===== config.mk =====
export PLATFORM = sky130hd
export DESIGN_NAME = xau_exc_unit
export DESIGN_NICKNAME = d
export VERILOG_FILES = /design/src/xau_pkg.sv /design/src/xau_exc_unit.sv
export SDC_FILE = /design/constraint.sdc
export NUM_CORES = 1
export LEC_CHECK = 0
export ABC_AREA = 1
export BUFFER_PORTS_ARGS = -buffer_cell sky130_fd_sc_hd__buf_2
export CORE_AREA = 4 4 206 308
export CTS_CLUSTER_DIAMETER = 120
export DETAILED_ROUTE_END_ITERATION = 7
export DIE_AREA = 0 0 210 312
export PLACE_DENSITY_LB_ADDON = 0.05
export SLEW_MARGIN = 10
export SYNTH_ARGS = -nofsm -noshare
export SYNTH_HDL_FRONTEND = slang
export SYNTH_SLANG_ARGS = --single-unit
export TNS_END_PERCENT = 10

===== constraint.sdc =====
create_clock -name clk_i -period 6.17 [get_ports clk_i]
set_input_delay 0.617 -clock clk_i [delete_from_list [all_inputs] [get_ports clk_i]]
set_output_delay 0.617 -clock clk_i [all_outputs]
set_load 0.01 [all_outputs]

===== src/xau_pkg.sv =====
// Behaviour
// - fp exception only when invalid or divide-by-zero enable is set and it occurs
// - only add, sub, mul, div, mac, compares, negate, abs, truncate can trap
// - on an enabled condition the fpu suspends and reports to the core
// - fp entry pushes status and next address, then vectors to base plus 0x34
// - fp flag bits accumulate for all but data transfer fp instructions and stay set until software clears them
// - fp cause bits are rewritten by every executed fp instruction
// - underflow, overflow and inexact are recorded but never trap
// - data transfer fp instructions, integer-to-float included, never trap
// - a refused source stays pending until an accepting instruction is decoded
// - right after a delayed branch nothing is accepted
// - after a system register load or store only fp exceptions are accepted
// - after an fp instruction only fp exceptions are accepted
// - each frame: return address at final pointer, status word one word above
// - return address depends on exception kind
// - a misaligned stack pointer during stacking raises an address error
// - stacking address error runs after the entry; nested ones are ignored
// - stacking writes still happen at the misaligned pointer, minus four each
// - interrupts wait while the flash loader download is running
// - status word is pushed first, program counter second
package xau_pkg;

  // apb register byte offsets
  localparam logic [7:0]  XAU_ADDR_FPSCW  = 8'h00;
  localparam logic [7:0]  XAU_ADDR_VBASE  = 8'h04;
  localparam logic [7:0]  XAU_ADDR_SPTR   = 8'h08;
  localparam logic [7:0]  XAU_ADDR_STATUS = 8'h0C;

  // fp status/control word layout, five-bit groups
  localparam int          XAU_FLAG_LSB    = 2;
  localparam int          XAU_EN_LSB      = 7;
  localparam int          XAU_CAUSE_LSB   = 12;
  localparam int          XAU_FX_INEXACT  = 0;
  localparam int          XAU_FX_UNDER    = 1;
  localparam int          XAU_FX_OVER     = 2;
  localparam int          XAU_FX_DIVZ     = 3;
  localparam int          XAU_FX_INVAL    = 4;
  localparam logic [4:0]  XAU_TRAP_MASK   = 5'h18;

  // reset values
  localparam logic [31:0] XAU_FPSCW_RST   = 32'h0000_0000;
  localparam logic [31:0] XAU_VBASE_RST   = 32'h0000_0000;
  localparam logic [31:0] XAU_SPTR_RST    = 32'h0000_0000;

  // vector table offsets and stack step
  localparam logic [31:0] XAU_VOFF_FPU    = 32'h0000_0034;
  localparam logic [31:0] XAU_VOFF_ADRERR = 32'h0000_0024;
  localparam logic [31:0] XAU_VOFF_BUSERR = 32'h0000_0020;
  localparam logic [31:0] XAU_VOFF_GENILL = 32'h0000_0010;
  localparam logic [31:0] XAU_VOFF_SLOTIL = 32'h0000_0018;
  localparam logic [31:0] XAU_SP_STEP     = 32'h0000_0004;

  typedef enum logic [2:0] {
    XAU_CLS_PLAIN, XAU_CLS_DBRANCH, XAU_CLS_PCWRITE, XAU_CLS_SYSREG,
    XAU_CLS_FP, XAU_CLS_TRAP, XAU_CLS_UNDEF
  } xau_cls_t;

  typedef enum logic [3:0] {
    XAU_FP_ADD, XAU_FP_SUB, XAU_FP_MUL, XAU_FP_DIV, XAU_FP_MAC, XAU_FP_CMPEQ,
    XAU_FP_CMPGT, XAU_FP_NEG, XAU_FP_ABS, XAU_FP_TRC, XAU_FP_FLOAT, XAU_FP_MOVE
  } xau_fpop_t;

  typedef enum logic [2:0] {
    XAU_EX_ADRERR, XAU_EX_BUSERR, XAU_EX_IRQ, XAU_EX_FPU,
    XAU_EX_TRAP, XAU_EX_GENILL, XAU_EX_SLOTIL
  } xau_exc_t;

  typedef enum logic [1:0] {
    XAU_ST_IDLE, XAU_ST_PUSH_SR, XAU_ST_PUSH_PC, XAU_ST_VECTOR
  } xau_state_t;

  typedef struct packed {
    logic        valid;
    xau_cls_t    cls;
    logic [31:0] pc;
    logic [31:0] next_pc;
    logic [31:0] target;
    logic [7:0]  trap_vec;
  } xau_dec_t;

  typedef struct packed {
    logic        done;
    xau_fpop_t   op;
    logic [4:0]  cond;
    logic [31:0] next_pc;
  } xau_fpu_rpt_t;

  typedef struct packed {
    logic        we;
    logic        misalign;
    logic [31:0] addr;
    logic [31:0] data;
  } xau_stk_t;

  typedef struct packed {
    logic        valid;
    xau_exc_t    kind;
    logic [31:0] addr;
  } xau_vec_t;

endpackage


===== src/xau_exc_unit.sv =====
`timescale 1ns/10ps
`default_nettype none
module xau_exc_unit
  import xau_pkg::*;
(
  // clock and reset
  input  wire logic         clk_i,
  input  wire logic         nrst_i,
  // apb slave
  input  wire logic         psel_i,
  input  wire logic         penable_i,
  input  wire logic         pwrite_i,
  input  wire logic [7:0]   paddr_i,
  input  wire logic [31:0]  pwdata_i,
  output logic [31:0]       prdata_o,
  output logic              pready_o,
  output logic              pslverr_o,
  // core decode and status
  input  wire xau_dec_t     dec_i,
  input  wire logic [31:0]  proc_status_word_i,
  output logic              exc_busy_o,
  // fpu
  input  wire xau_fpu_rpt_t fpu_rpt_i,
  output logic              fpu_suspend_o,
  output logic              fpu_exc_o,
  // interrupt controller and bus
  input  wire logic         irq_req_i,
  input  wire logic [7:0]   irq_vec_i,
  input  wire logic         flash_loader_download_i,
  input  wire logic         bus_err_i,
  output logic              irq_ack_o,
  // stacking and vectoring
  output xau_stk_t          stk_o,
  output xau_vec_t          vec_o
);

  // registers
  logic [31:0] fpscw_r;
  logic [31:0] vector_base_r;
  logic [31:0] stack_pointer_r;
  xau_state_t  state_r;
  xau_exc_t    kind_r;
  logic [31:0] ret_r;
  logic [31:0] voff_r;
  logic        nested_r;
  xau_cls_t    prev_cls_r;
  logic [31:0] slot_target_r;
  logic [31:0] fpu_ret_r;
  logic        pend_be_r;
  logic        pend_irq_r;
  logic        pend_fpu_r;
  logic        pend_adr_r;
  logic [7:0]  irq_vec_r;

  // combinational
  logic        take;
  xau_exc_t    take_kind;
  logic [31:0] take_ret;
  logic [31:0] take_voff;
  logic [2:0]  allow;
  logic        fp_hit;
  logic        apb_wr;
  logic        apb_rd;
  logic [31:0] sp_dec;
  logic        sp_bad;
  logic        adr_raise;
  logic        chain_adr;
  logic [31:0] vec_addr;

  // decoded strobes and views
  logic        wr_fpscw;
  logic        wr_vbase;
  logic        wr_sptr;
  logic        pushing;
  logic        stk_fault;
  logic        vb_fault;
  logic        take_be;
  logic        take_irq;
  logic        take_fpu;
  logic [4:0]  fp_en;
  logic [31:0] status_view;

  // {bus error, interrupt, fp exception} accepted after the given class
  function automatic logic [2:0] accept_mask(input xau_cls_t c);
    logic [2:0] m;
    m = 3'h7;
    unique case (c)
      XAU_CLS_DBRANCH: m = 3'h0;
      XAU_CLS_SYSREG:  m = 3'h1;
      XAU_CLS_FP:      m = 3'h1;
      XAU_CLS_PLAIN, XAU_CLS_PCWRITE, XAU_CLS_TRAP, XAU_CLS_UNDEF: m = 3'h7;
    endcase
    return m;
  endfunction

  function automatic logic fp_can_trap(input xau_fpop_t op);
    logic r;
    r = 1'b0;
    unique case (op)
      XAU_FP_ADD, XAU_FP_SUB, XAU_FP_MUL, XAU_FP_DIV, XAU_FP_MAC, XAU_FP_CMPEQ,
      XAU_FP_CMPGT, XAU_FP_NEG, XAU_FP_ABS, XAU_FP_TRC: r = 1'b1;
      XAU_FP_FLOAT, XAU_FP_MOVE: r = 1'b0;
      default: r = 1'b0;
    endcase
    return r;
  endfunction

  function automatic logic [31:0] word_index(input logic [7:0] v);
    return {22'h0, v, 2'h0};
  endfunction

  // register select, one call per writable register
  function automatic logic reg_hit(input logic wr, input logic [7:0] a, input logic [7:0] off);
    return wr && (a == off);
  endfunction

  assign apb_wr = psel_i & penable_i & pready_o & pwrite_i;
  assign apb_rd = psel_i & penable_i & ~pready_o;

  // write strobes land only in the cycle that pready is seen
  assign wr_fpscw = reg_hit(apb_wr, paddr_i, XAU_ADDR_FPSCW);
  assign wr_vbase = reg_hit(apb_wr, paddr_i, XAU_ADDR_VBASE);
  assign wr_sptr  = reg_hit(apb_wr, paddr_i, XAU_ADDR_SPTR);
  assign fp_en    = fpscw_r[XAU_EN_LSB +: 5];

  // which pending source the current entry consumes
  assign take_be  = take && (take_kind == XAU_EX_BUSERR);
  assign take_irq = take && (take_kind == XAU_EX_IRQ);
  assign take_fpu = take && (take_kind == XAU_EX_FPU);

  // status view: kind, state, nested, then pending adr, fpu, irq, bus
  assign status_view = {22'h000000, kind_r, state_r, nested_r, pend_adr_r, pend_fpu_r, pend_irq_r, pend_be_r};

  // only invalid and divide-by-zero can trap; the others are recorded only
  assign fp_hit = fpu_rpt_i.done & fp_can_trap(fpu_rpt_i.op) &
                  (|(fpu_rpt_i.cond & fp_en & XAU_TRAP_MASK));

  assign allow = accept_mask(prev_cls_r);

  // decode point arbitration, one source per entry
  always_comb begin
    take      = 1'b0;
    take_kind = XAU_EX_TRAP;
    take_ret  = dec_i.next_pc;
    take_voff = XAU_VOFF_GENILL;
    if (state_r == XAU_ST_IDLE && dec_i.valid) begin
      if (prev_cls_r == XAU_CLS_DBRANCH &&
          (dec_i.cls == XAU_CLS_UNDEF || dec_i.cls == XAU_CLS_DBRANCH ||
           dec_i.cls == XAU_CLS_PCWRITE || dec_i.cls == XAU_CLS_TRAP)) begin
        take      = 1'b1;
        take_kind = XAU_EX_SLOTIL;
        take_ret  = slot_target_r;
        take_voff = XAU_VOFF_SLOTIL;
      end else if (pend_be_r && allow[2]) begin
        take      = 1'b1;
        take_kind = XAU_EX_BUSERR;
        take_ret  = dec_i.pc;
        take_voff = XAU_VOFF_BUSERR;
      end else if (pend_fpu_r && allow[0]) begin
        take      = 1'b1;
        take_kind = XAU_EX_FPU;
        take_ret  = fpu_ret_r;
        take_voff = XAU_VOFF_FPU;
      end else if (pend_irq_r && allow[1] && !flash_loader_download_i) begin
        take      = 1'b1;
        take_kind = XAU_EX_IRQ;
        take_ret  = dec_i.pc;
        take_voff = word_index(irq_vec_r);
      end else if (dec_i.cls == XAU_CLS_TRAP) begin
        take      = 1'b1;
        take_kind = XAU_EX_TRAP;
        take_ret  = dec_i.next_pc;
        take_voff = word_index(dec_i.trap_vec);
      end else if (dec_i.cls == XAU_CLS_UNDEF) begin
        take      = 1'b1;
        take_kind = XAU_EX_GENILL;
        take_ret  = dec_i.pc;
        take_voff = XAU_VOFF_GENILL;
      end
    end
  end

  // stacking address arithmetic
  assign sp_dec    = stack_pointer_r - XAU_SP_STEP;
  assign sp_bad    = (stack_pointer_r[1:0] != 2'h0);
  assign vec_addr  = vector_base_r + voff_r;

  assign pushing   = (state_r == XAU_ST_PUSH_SR) || (state_r == XAU_ST_PUSH_PC);
  assign stk_fault = pushing && sp_bad;
  assign vb_fault  = (state_r == XAU_ST_VECTOR) && (vector_base_r[1:0] != 2'h0);
  // nested address error entries ignore their own stacking faults
  assign adr_raise = !nested_r && (stk_fault || vb_fault);
  assign chain_adr = (state_r == XAU_ST_VECTOR) && (pend_adr_r || adr_raise) && !nested_r;

  // entry sequencer
  always_ff @(posedge clk_i or negedge nrst_i) begin
    if (!nrst_i) begin
      state_r  <= XAU_ST_IDLE;
      kind_r   <= XAU_EX_TRAP;
      ret_r    <= 32'h0000_0000;
      voff_r   <= 32'h0000_0000;
      nested_r <= 1'b0;
    end else begin
      unique case (state_r)
        XAU_ST_IDLE: begin
          if (take) begin
            state_r <= XAU_ST_PUSH_SR;
            kind_r  <= take_kind;
            ret_r   <= take_ret;
            voff_r  <= take_voff;
          end
        end
        XAU_ST_PUSH_SR: state_r <= XAU_ST_PUSH_PC;
        XAU_ST_PUSH_PC: state_r <= XAU_ST_VECTOR;
        XAU_ST_VECTOR: begin
          if (chain_adr) begin
            state_r  <= XAU_ST_PUSH_SR;
            kind_r   <= XAU_EX_ADRERR;
            voff_r   <= XAU_VOFF_ADRERR;
            nested_r <= 1'b1;
          end else begin
            state_r  <= XAU_ST_IDLE;
            nested_r <= 1'b0;
          end
        end
      endcase
    end
  end

  // stack pointer: stacking decrements, software writes land whenever not pushing
  always_ff @(posedge clk_i or negedge nrst_i) begin
    if (!nrst_i) begin
      stack_pointer_r <= XAU_SPTR_RST;
    end else if (pushing) begin
      stack_pointer_r <= sp_dec;
    end else if (wr_sptr) begin
      stack_pointer_r <= pwdata_i;
    end
  end

  // stack write port; data is not meaningful when the pointer is misaligned
  always_ff @(posedge clk_i or negedge nrst_i) begin
    if (!nrst_i) begin
      stk_o <= '0;
    end else begin
      stk_o.we       <= pushing;
      stk_o.misalign <= stk_fault;
      stk_o.addr     <= sp_dec;
      if (sp_bad) begin
        stk_o.data <= 32'h0000_0000;
      end else if (state_r == XAU_ST_PUSH_SR) begin
        stk_o.data <= proc_status_word_i;
      end else begin
        stk_o.data <= ret_r;
      end
    end
  end

  // vector fetch request at the end of each entry
  always_ff @(posedge clk_i or negedge nrst_i) begin
    if (!nrst_i) begin
      vec_o      <= '0;
      exc_busy_o <= 1'b0;
    end else begin
      vec_o.valid <= (state_r == XAU_ST_VECTOR);
      vec_o.kind  <= kind_r;
      vec_o.addr  <= vec_addr;
      exc_busy_o  <= take || (state_r != XAU_ST_IDLE && !(state_r == XAU_ST_VECTOR && !chain_adr));
    end
  end

  // previous decoded class and delay slot target
  always_ff @(posedge clk_i or negedge nrst_i) begin
    if (!nrst_i) begin
      prev_cls_r    <= XAU_CLS_PLAIN;
      slot_target_r <= 32'h0000_0000;
    end else if (state_r == XAU_ST_IDLE && dec_i.valid) begin
      prev_cls_r <= take ? XAU_CLS_PLAIN : dec_i.cls;
      if (dec_i.cls == XAU_CLS_DBRANCH) begin
        slot_target_r <= dec_i.target;
      end
    end
  end

  // pending sources; a new bus error, interrupt or fp event beats the clear of the same cycle, the address error clear beats a new raise
  always_ff @(posedge clk_i or negedge nrst_i) begin
    if (!nrst_i) begin
      pend_be_r  <= 1'b0;
      pend_irq_r <= 1'b0;
      pend_fpu_r <= 1'b0;
      pend_adr_r <= 1'b0;
      irq_vec_r  <= 8'h00;
      fpu_ret_r  <= 32'h0000_0000;
    end else begin
      pend_be_r  <= (pend_be_r & ~take_be) | bus_err_i;
      pend_irq_r <= (pend_irq_r & ~take_irq) | irq_req_i;
      pend_fpu_r <= (pend_fpu_r & ~take_fpu) | fp_hit;
      pend_adr_r <= (pend_adr_r | adr_raise) & ~chain_adr;
      if (irq_req_i) begin
        irq_vec_r <= irq_vec_i;
      end
      if (fp_hit) begin
        fpu_ret_r <= fpu_rpt_i.next_pc;
      end
    end
  end

  // fpu handshake: suspend holds until the entry is taken
  always_ff @(posedge clk_i or negedge nrst_i) begin
    if (!nrst_i) begin
      fpu_suspend_o <= 1'b0;
      fpu_exc_o     <= 1'b0;
      irq_ack_o     <= 1'b0;
    end else begin
      fpu_exc_o     <= fp_hit;
      fpu_suspend_o <= fp_hit || (fpu_suspend_o && !take_fpu);
      irq_ack_o     <= take_irq;
    end
  end

  // fp status/control word: flags sticky, cause per instruction
  always_ff @(posedge clk_i or negedge nrst_i) begin
    if (!nrst_i) begin
      fpscw_r <= XAU_FPSCW_RST;
    end else begin
      if (wr_fpscw) begin
        fpscw_r <= pwdata_i;
      end
      if (fpu_rpt_i.done) begin
        if (fp_can_trap(fpu_rpt_i.op)) begin
          fpscw_r[XAU_CAUSE_LSB +: 5] <= fpu_rpt_i.cond;
          fpscw_r[XAU_FLAG_LSB +: 5]  <= fpu_rpt_i.cond |
            (wr_fpscw ? pwdata_i[XAU_FLAG_LSB +: 5]
                      : fpscw_r[XAU_FLAG_LSB +: 5]);
        end else begin
          fpscw_r[XAU_CAUSE_LSB +: 5] <= 5'h00;
        end
      end
    end
  end

  // vector base, software owned
  always_ff @(posedge clk_i or negedge nrst_i) begin
    if (!nrst_i) begin
      vector_base_r <= XAU_VBASE_RST;
    end else if (wr_vbase) begin
      vector_base_r <= pwdata_i;
    end
  end

  // apb: one wait state, read data captured in the first access cycle
  always_ff @(posedge clk_i or negedge nrst_i) begin
    if (!nrst_i) begin
      pready_o  <= 1'b0;
      pslverr_o <= 1'b0;
      prdata_o  <= 32'h0000_0000;
    end else begin
      pready_o <= apb_rd;
      if (apb_rd) begin
        pslverr_o <= 1'b0;
        prdata_o  <= 32'h0000_0000;
        unique case (paddr_i)
          XAU_ADDR_FPSCW:  prdata_o <= fpscw_r;
          XAU_ADDR_VBASE:  prdata_o <= vector_base_r;
          XAU_ADDR_SPTR:   prdata_o <= stack_pointer_r;
          XAU_ADDR_STATUS: prdata_o <= status_view;
          default:         pslverr_o <= 1'b1;
        endcase
      end
    end
  end

endmodule
`default_nettype wire


==> results.ini <==
[critical_path]
path_class=reg -> reg
cp_top_family=simple AND/OR/NAND/NOR gates
path_common_cell=nand2_1
crit_chain=inv_2, nand3_1, nand3_2, buf_4, nand2_1, inv_2, nand2_4, nand2_4, nand2_4, nand2_1, nand2_1, nand2_1
crit_path_end_kind=register
worstPathMaxFanout=70
max_stage_delay_ps=550
cp.required_ps=6670
cp.arrival_ps=3640
crit_buf_inv=3
start_kind=register
cp_slowest_cell=buf_4

[routing]
wire_per_inst_um=21.02
antenna_left=0
drc_errors=0
vias_per_cell=4.614
firstDrtPassIters=5
num_vias=15090
drtIter0Drc=859
wl_um=68770

[placed_design]
dp_hpwl_um=51620
place.port_buffers=376
gp_congestion=0.8579

[timing]
holdWs_ps=113.7
tightest_slew_ps=1017
fin_tns_setup_ps=0
hold_viol=0
fin_worst_skew_ps=20.21
drv_slew=0
setup_viol=0
post-route-period-util_pct=50.87
maxSlewHeadroom_pct=31.99
fin_crit_ps=3139
rsz0062_at_grt=no
timing.fmax_ghz=0.3186

[synth]
synth_common_cells=nand2_1 (630), dfrtp_1 (360), inv_1 (206), nor2_1 (188), a21oi_1 (160)
yosysMostFrequentCell=nand2_1
ys_top_cells_by_area=dfrtp_1 (53%), nand2_1 (14%), a21oi_1 (4.7%), inv_1 (4.6%), o21ai_0 (4.3%)
synth_cells=2089
yosys.cell_types.count=43
synth_area_um2=16900
ys_ff_latch=361
ys.flop_type=dfrtp_1
ys_seq_area_share_pct=53.45
synthArstFlopShare_pct=100.0
synth-edff-count=0
synth_top_area_share_pct=53.29
ys_warn_count=0
synth_nets=2341
synth_area_leader_cell=dfrtp_1
synth.avg_cell_area_um2=8.092

[power]
ir_drop_mv=0.2087
p_per_area_nw_per_um2=422.4
total_leakage_power_nw=11.30

[die]
die_h_um=312
die_w_um=210
ios=378
core_area_um2=60830
dieArea_um2=65520
rows=111
initial_core_util_pct=27.79

[cts]
clk_latency_ps=570
cts_max_path_buffers=3
postCtsResizedCells=0
postCtsHoldBufs=0
clock-sinks=361
cts.reportedPaths.clkPinSlew_ps=60
post-cts-setup-buffers=0
cts_buffers=41
h-tree-depth=2
clockRootBuffer=clkbuf_16
cts_tree=yes

[grt]
grt_max_degree=116
grt_pass1_wl_um=102400
gr-total-overflow=0
antenna_found_initial=14
grt_pass1_vias=15710
grt_use_total_pct=20.59

[run_status]
status=completed

[job]
drv_cap=0

[final_layout]
final_core_utilization_pct=34.83
n_fill_cell=6561
area_growth_pct=25.34
drive_above_1_share_pct=20.56
nNetsFinal=2690

[worst_hold_path]
hold_path_class=in -> async

-- power by group --
group,switching (W),internal (W),leakage [nW]
clock,0.00108,0.00179,0.778
sequential,0.000306,0.00293,4.61
combinational,0.00196,0.000879,5.91
total,0.00335,0.00560,11.3
-- registers in the layout, summed over array words and instances (netlist names), 2 cells and up --
signal / cells
stk_o: 66
vec_o: 36
fpscw_r: 32
fpu_ret_r: 32
prdata_o: 32
ret_r: 32
slot_target_r: 32
stack_pointer_r: 32
vector_base_r: 32
irq_vec_r: 8
voff_r: 8
kind_r: 3
prev_cls_r: 3
state_r: 2
-- cell type report --
cell class,count,area (µm²),share of cell area (%)
flip-flops and latches,361,9035,42.64
clock buffers,52,1160,5.474
well taps,791,989.7,4.671
inverters,217,814.5,3.844
repair buffers,398,2069,9.767
multi-input cells,1419,6691,31.58
diodes,9,22.52,0.1063
clock inverters,24,406.6,1.919
-- placed cells by master (no fill, tap or decap), drive strengths merged, types with 5 or more instances in the layout --
cell type	synthesis	layout
ha	13	13
nand3	113	113
xnor2	15	15
inv	216	217
buf	26	398
clkbuf	66	52
nor3	14	14
a21oi	160	160
nand4	16	16
xor2	36	36
nor4	5	5
o21ai	152	152
bufinv	0	11
a31oi	6	6
diode	0	9
clkinv	1	13
nand2	640	640
o22ai	8	8
o211ai	31	31
dfrtp	360	360
nor2	190	190
-- stage by stage --
stage	setup slack, ps	std cells	power [W]	area [µm²]
floorplan	4120	2089	0.004964	16910
global placement	2951	3186	0.006161	19600
detailed placement	2874	3186	0.006185	19600
CTS	2915	3262	0.009127	21170
global route	2685	3264	0.009529	21170
finish	3031	3271	0.008951	21190
-- layer usage --
layer | GRT usage [%] | vias to the layer above | part of all wire, %
met5 | 0 | - | 0.049
met4 | 8.236 | 6 | 4.5
met3 | 4.508 | 106 | 5.8
met2 | 37.95 | 463 | 53
met1 | 22.83 | 7136 | 37
li1 | - | 7382 | -
-- cells by family (layout without fill, tap and decap cells) --
logic type / Yosys count / count (layout) / share of synthesized area (%)
other cells: 0 / 9 / 0
simple gates: 983 / 983 / 23.87
flops: 361 / 361 / 53.45
buf+inv: 309 / 691 / 7.068
compound gates: 367 / 367 / 11.63
mux: 4 / 4 / 0.2664
fa+ha+maj: 14 / 14 / 1.081
xor+xnor: 51 / 51 / 2.642
-- path summary, 6_finish.rpt --
kind	startpoint	to	slack (ps)	cells after the start
min in group clk_i	fpu_rpt_i[23]	fpu_ret_r[23]	240	3
hold / removal	nrst_i	vector_base_r[23]	110	1
setup reg to reg	prev_cls_r[2]	voff_r[2]	3030	12
max in group asynchronous	nrst_i	stk_o[18]	4550	2
hold reg to reg	kind_r[1]	vec_o[33]	410	0
setup / recovery	prev_cls_r[2]	voff_r[2]	3030	12
-- worst reg2reg max path, cell delays in order (launching register included) --
cell	delay [ps]
dfrtp_1	420
inv_2	70
nand3_1	120
nand3_2	80
buf_4	550
nand2_1	180
inv_2	140
nand2_4	280
nand2_4	510
nand2_4	200
nand2_1	340
nand2_1	100
nand2_1	80
Note: power is estimated with default switching activity, not from simulation.
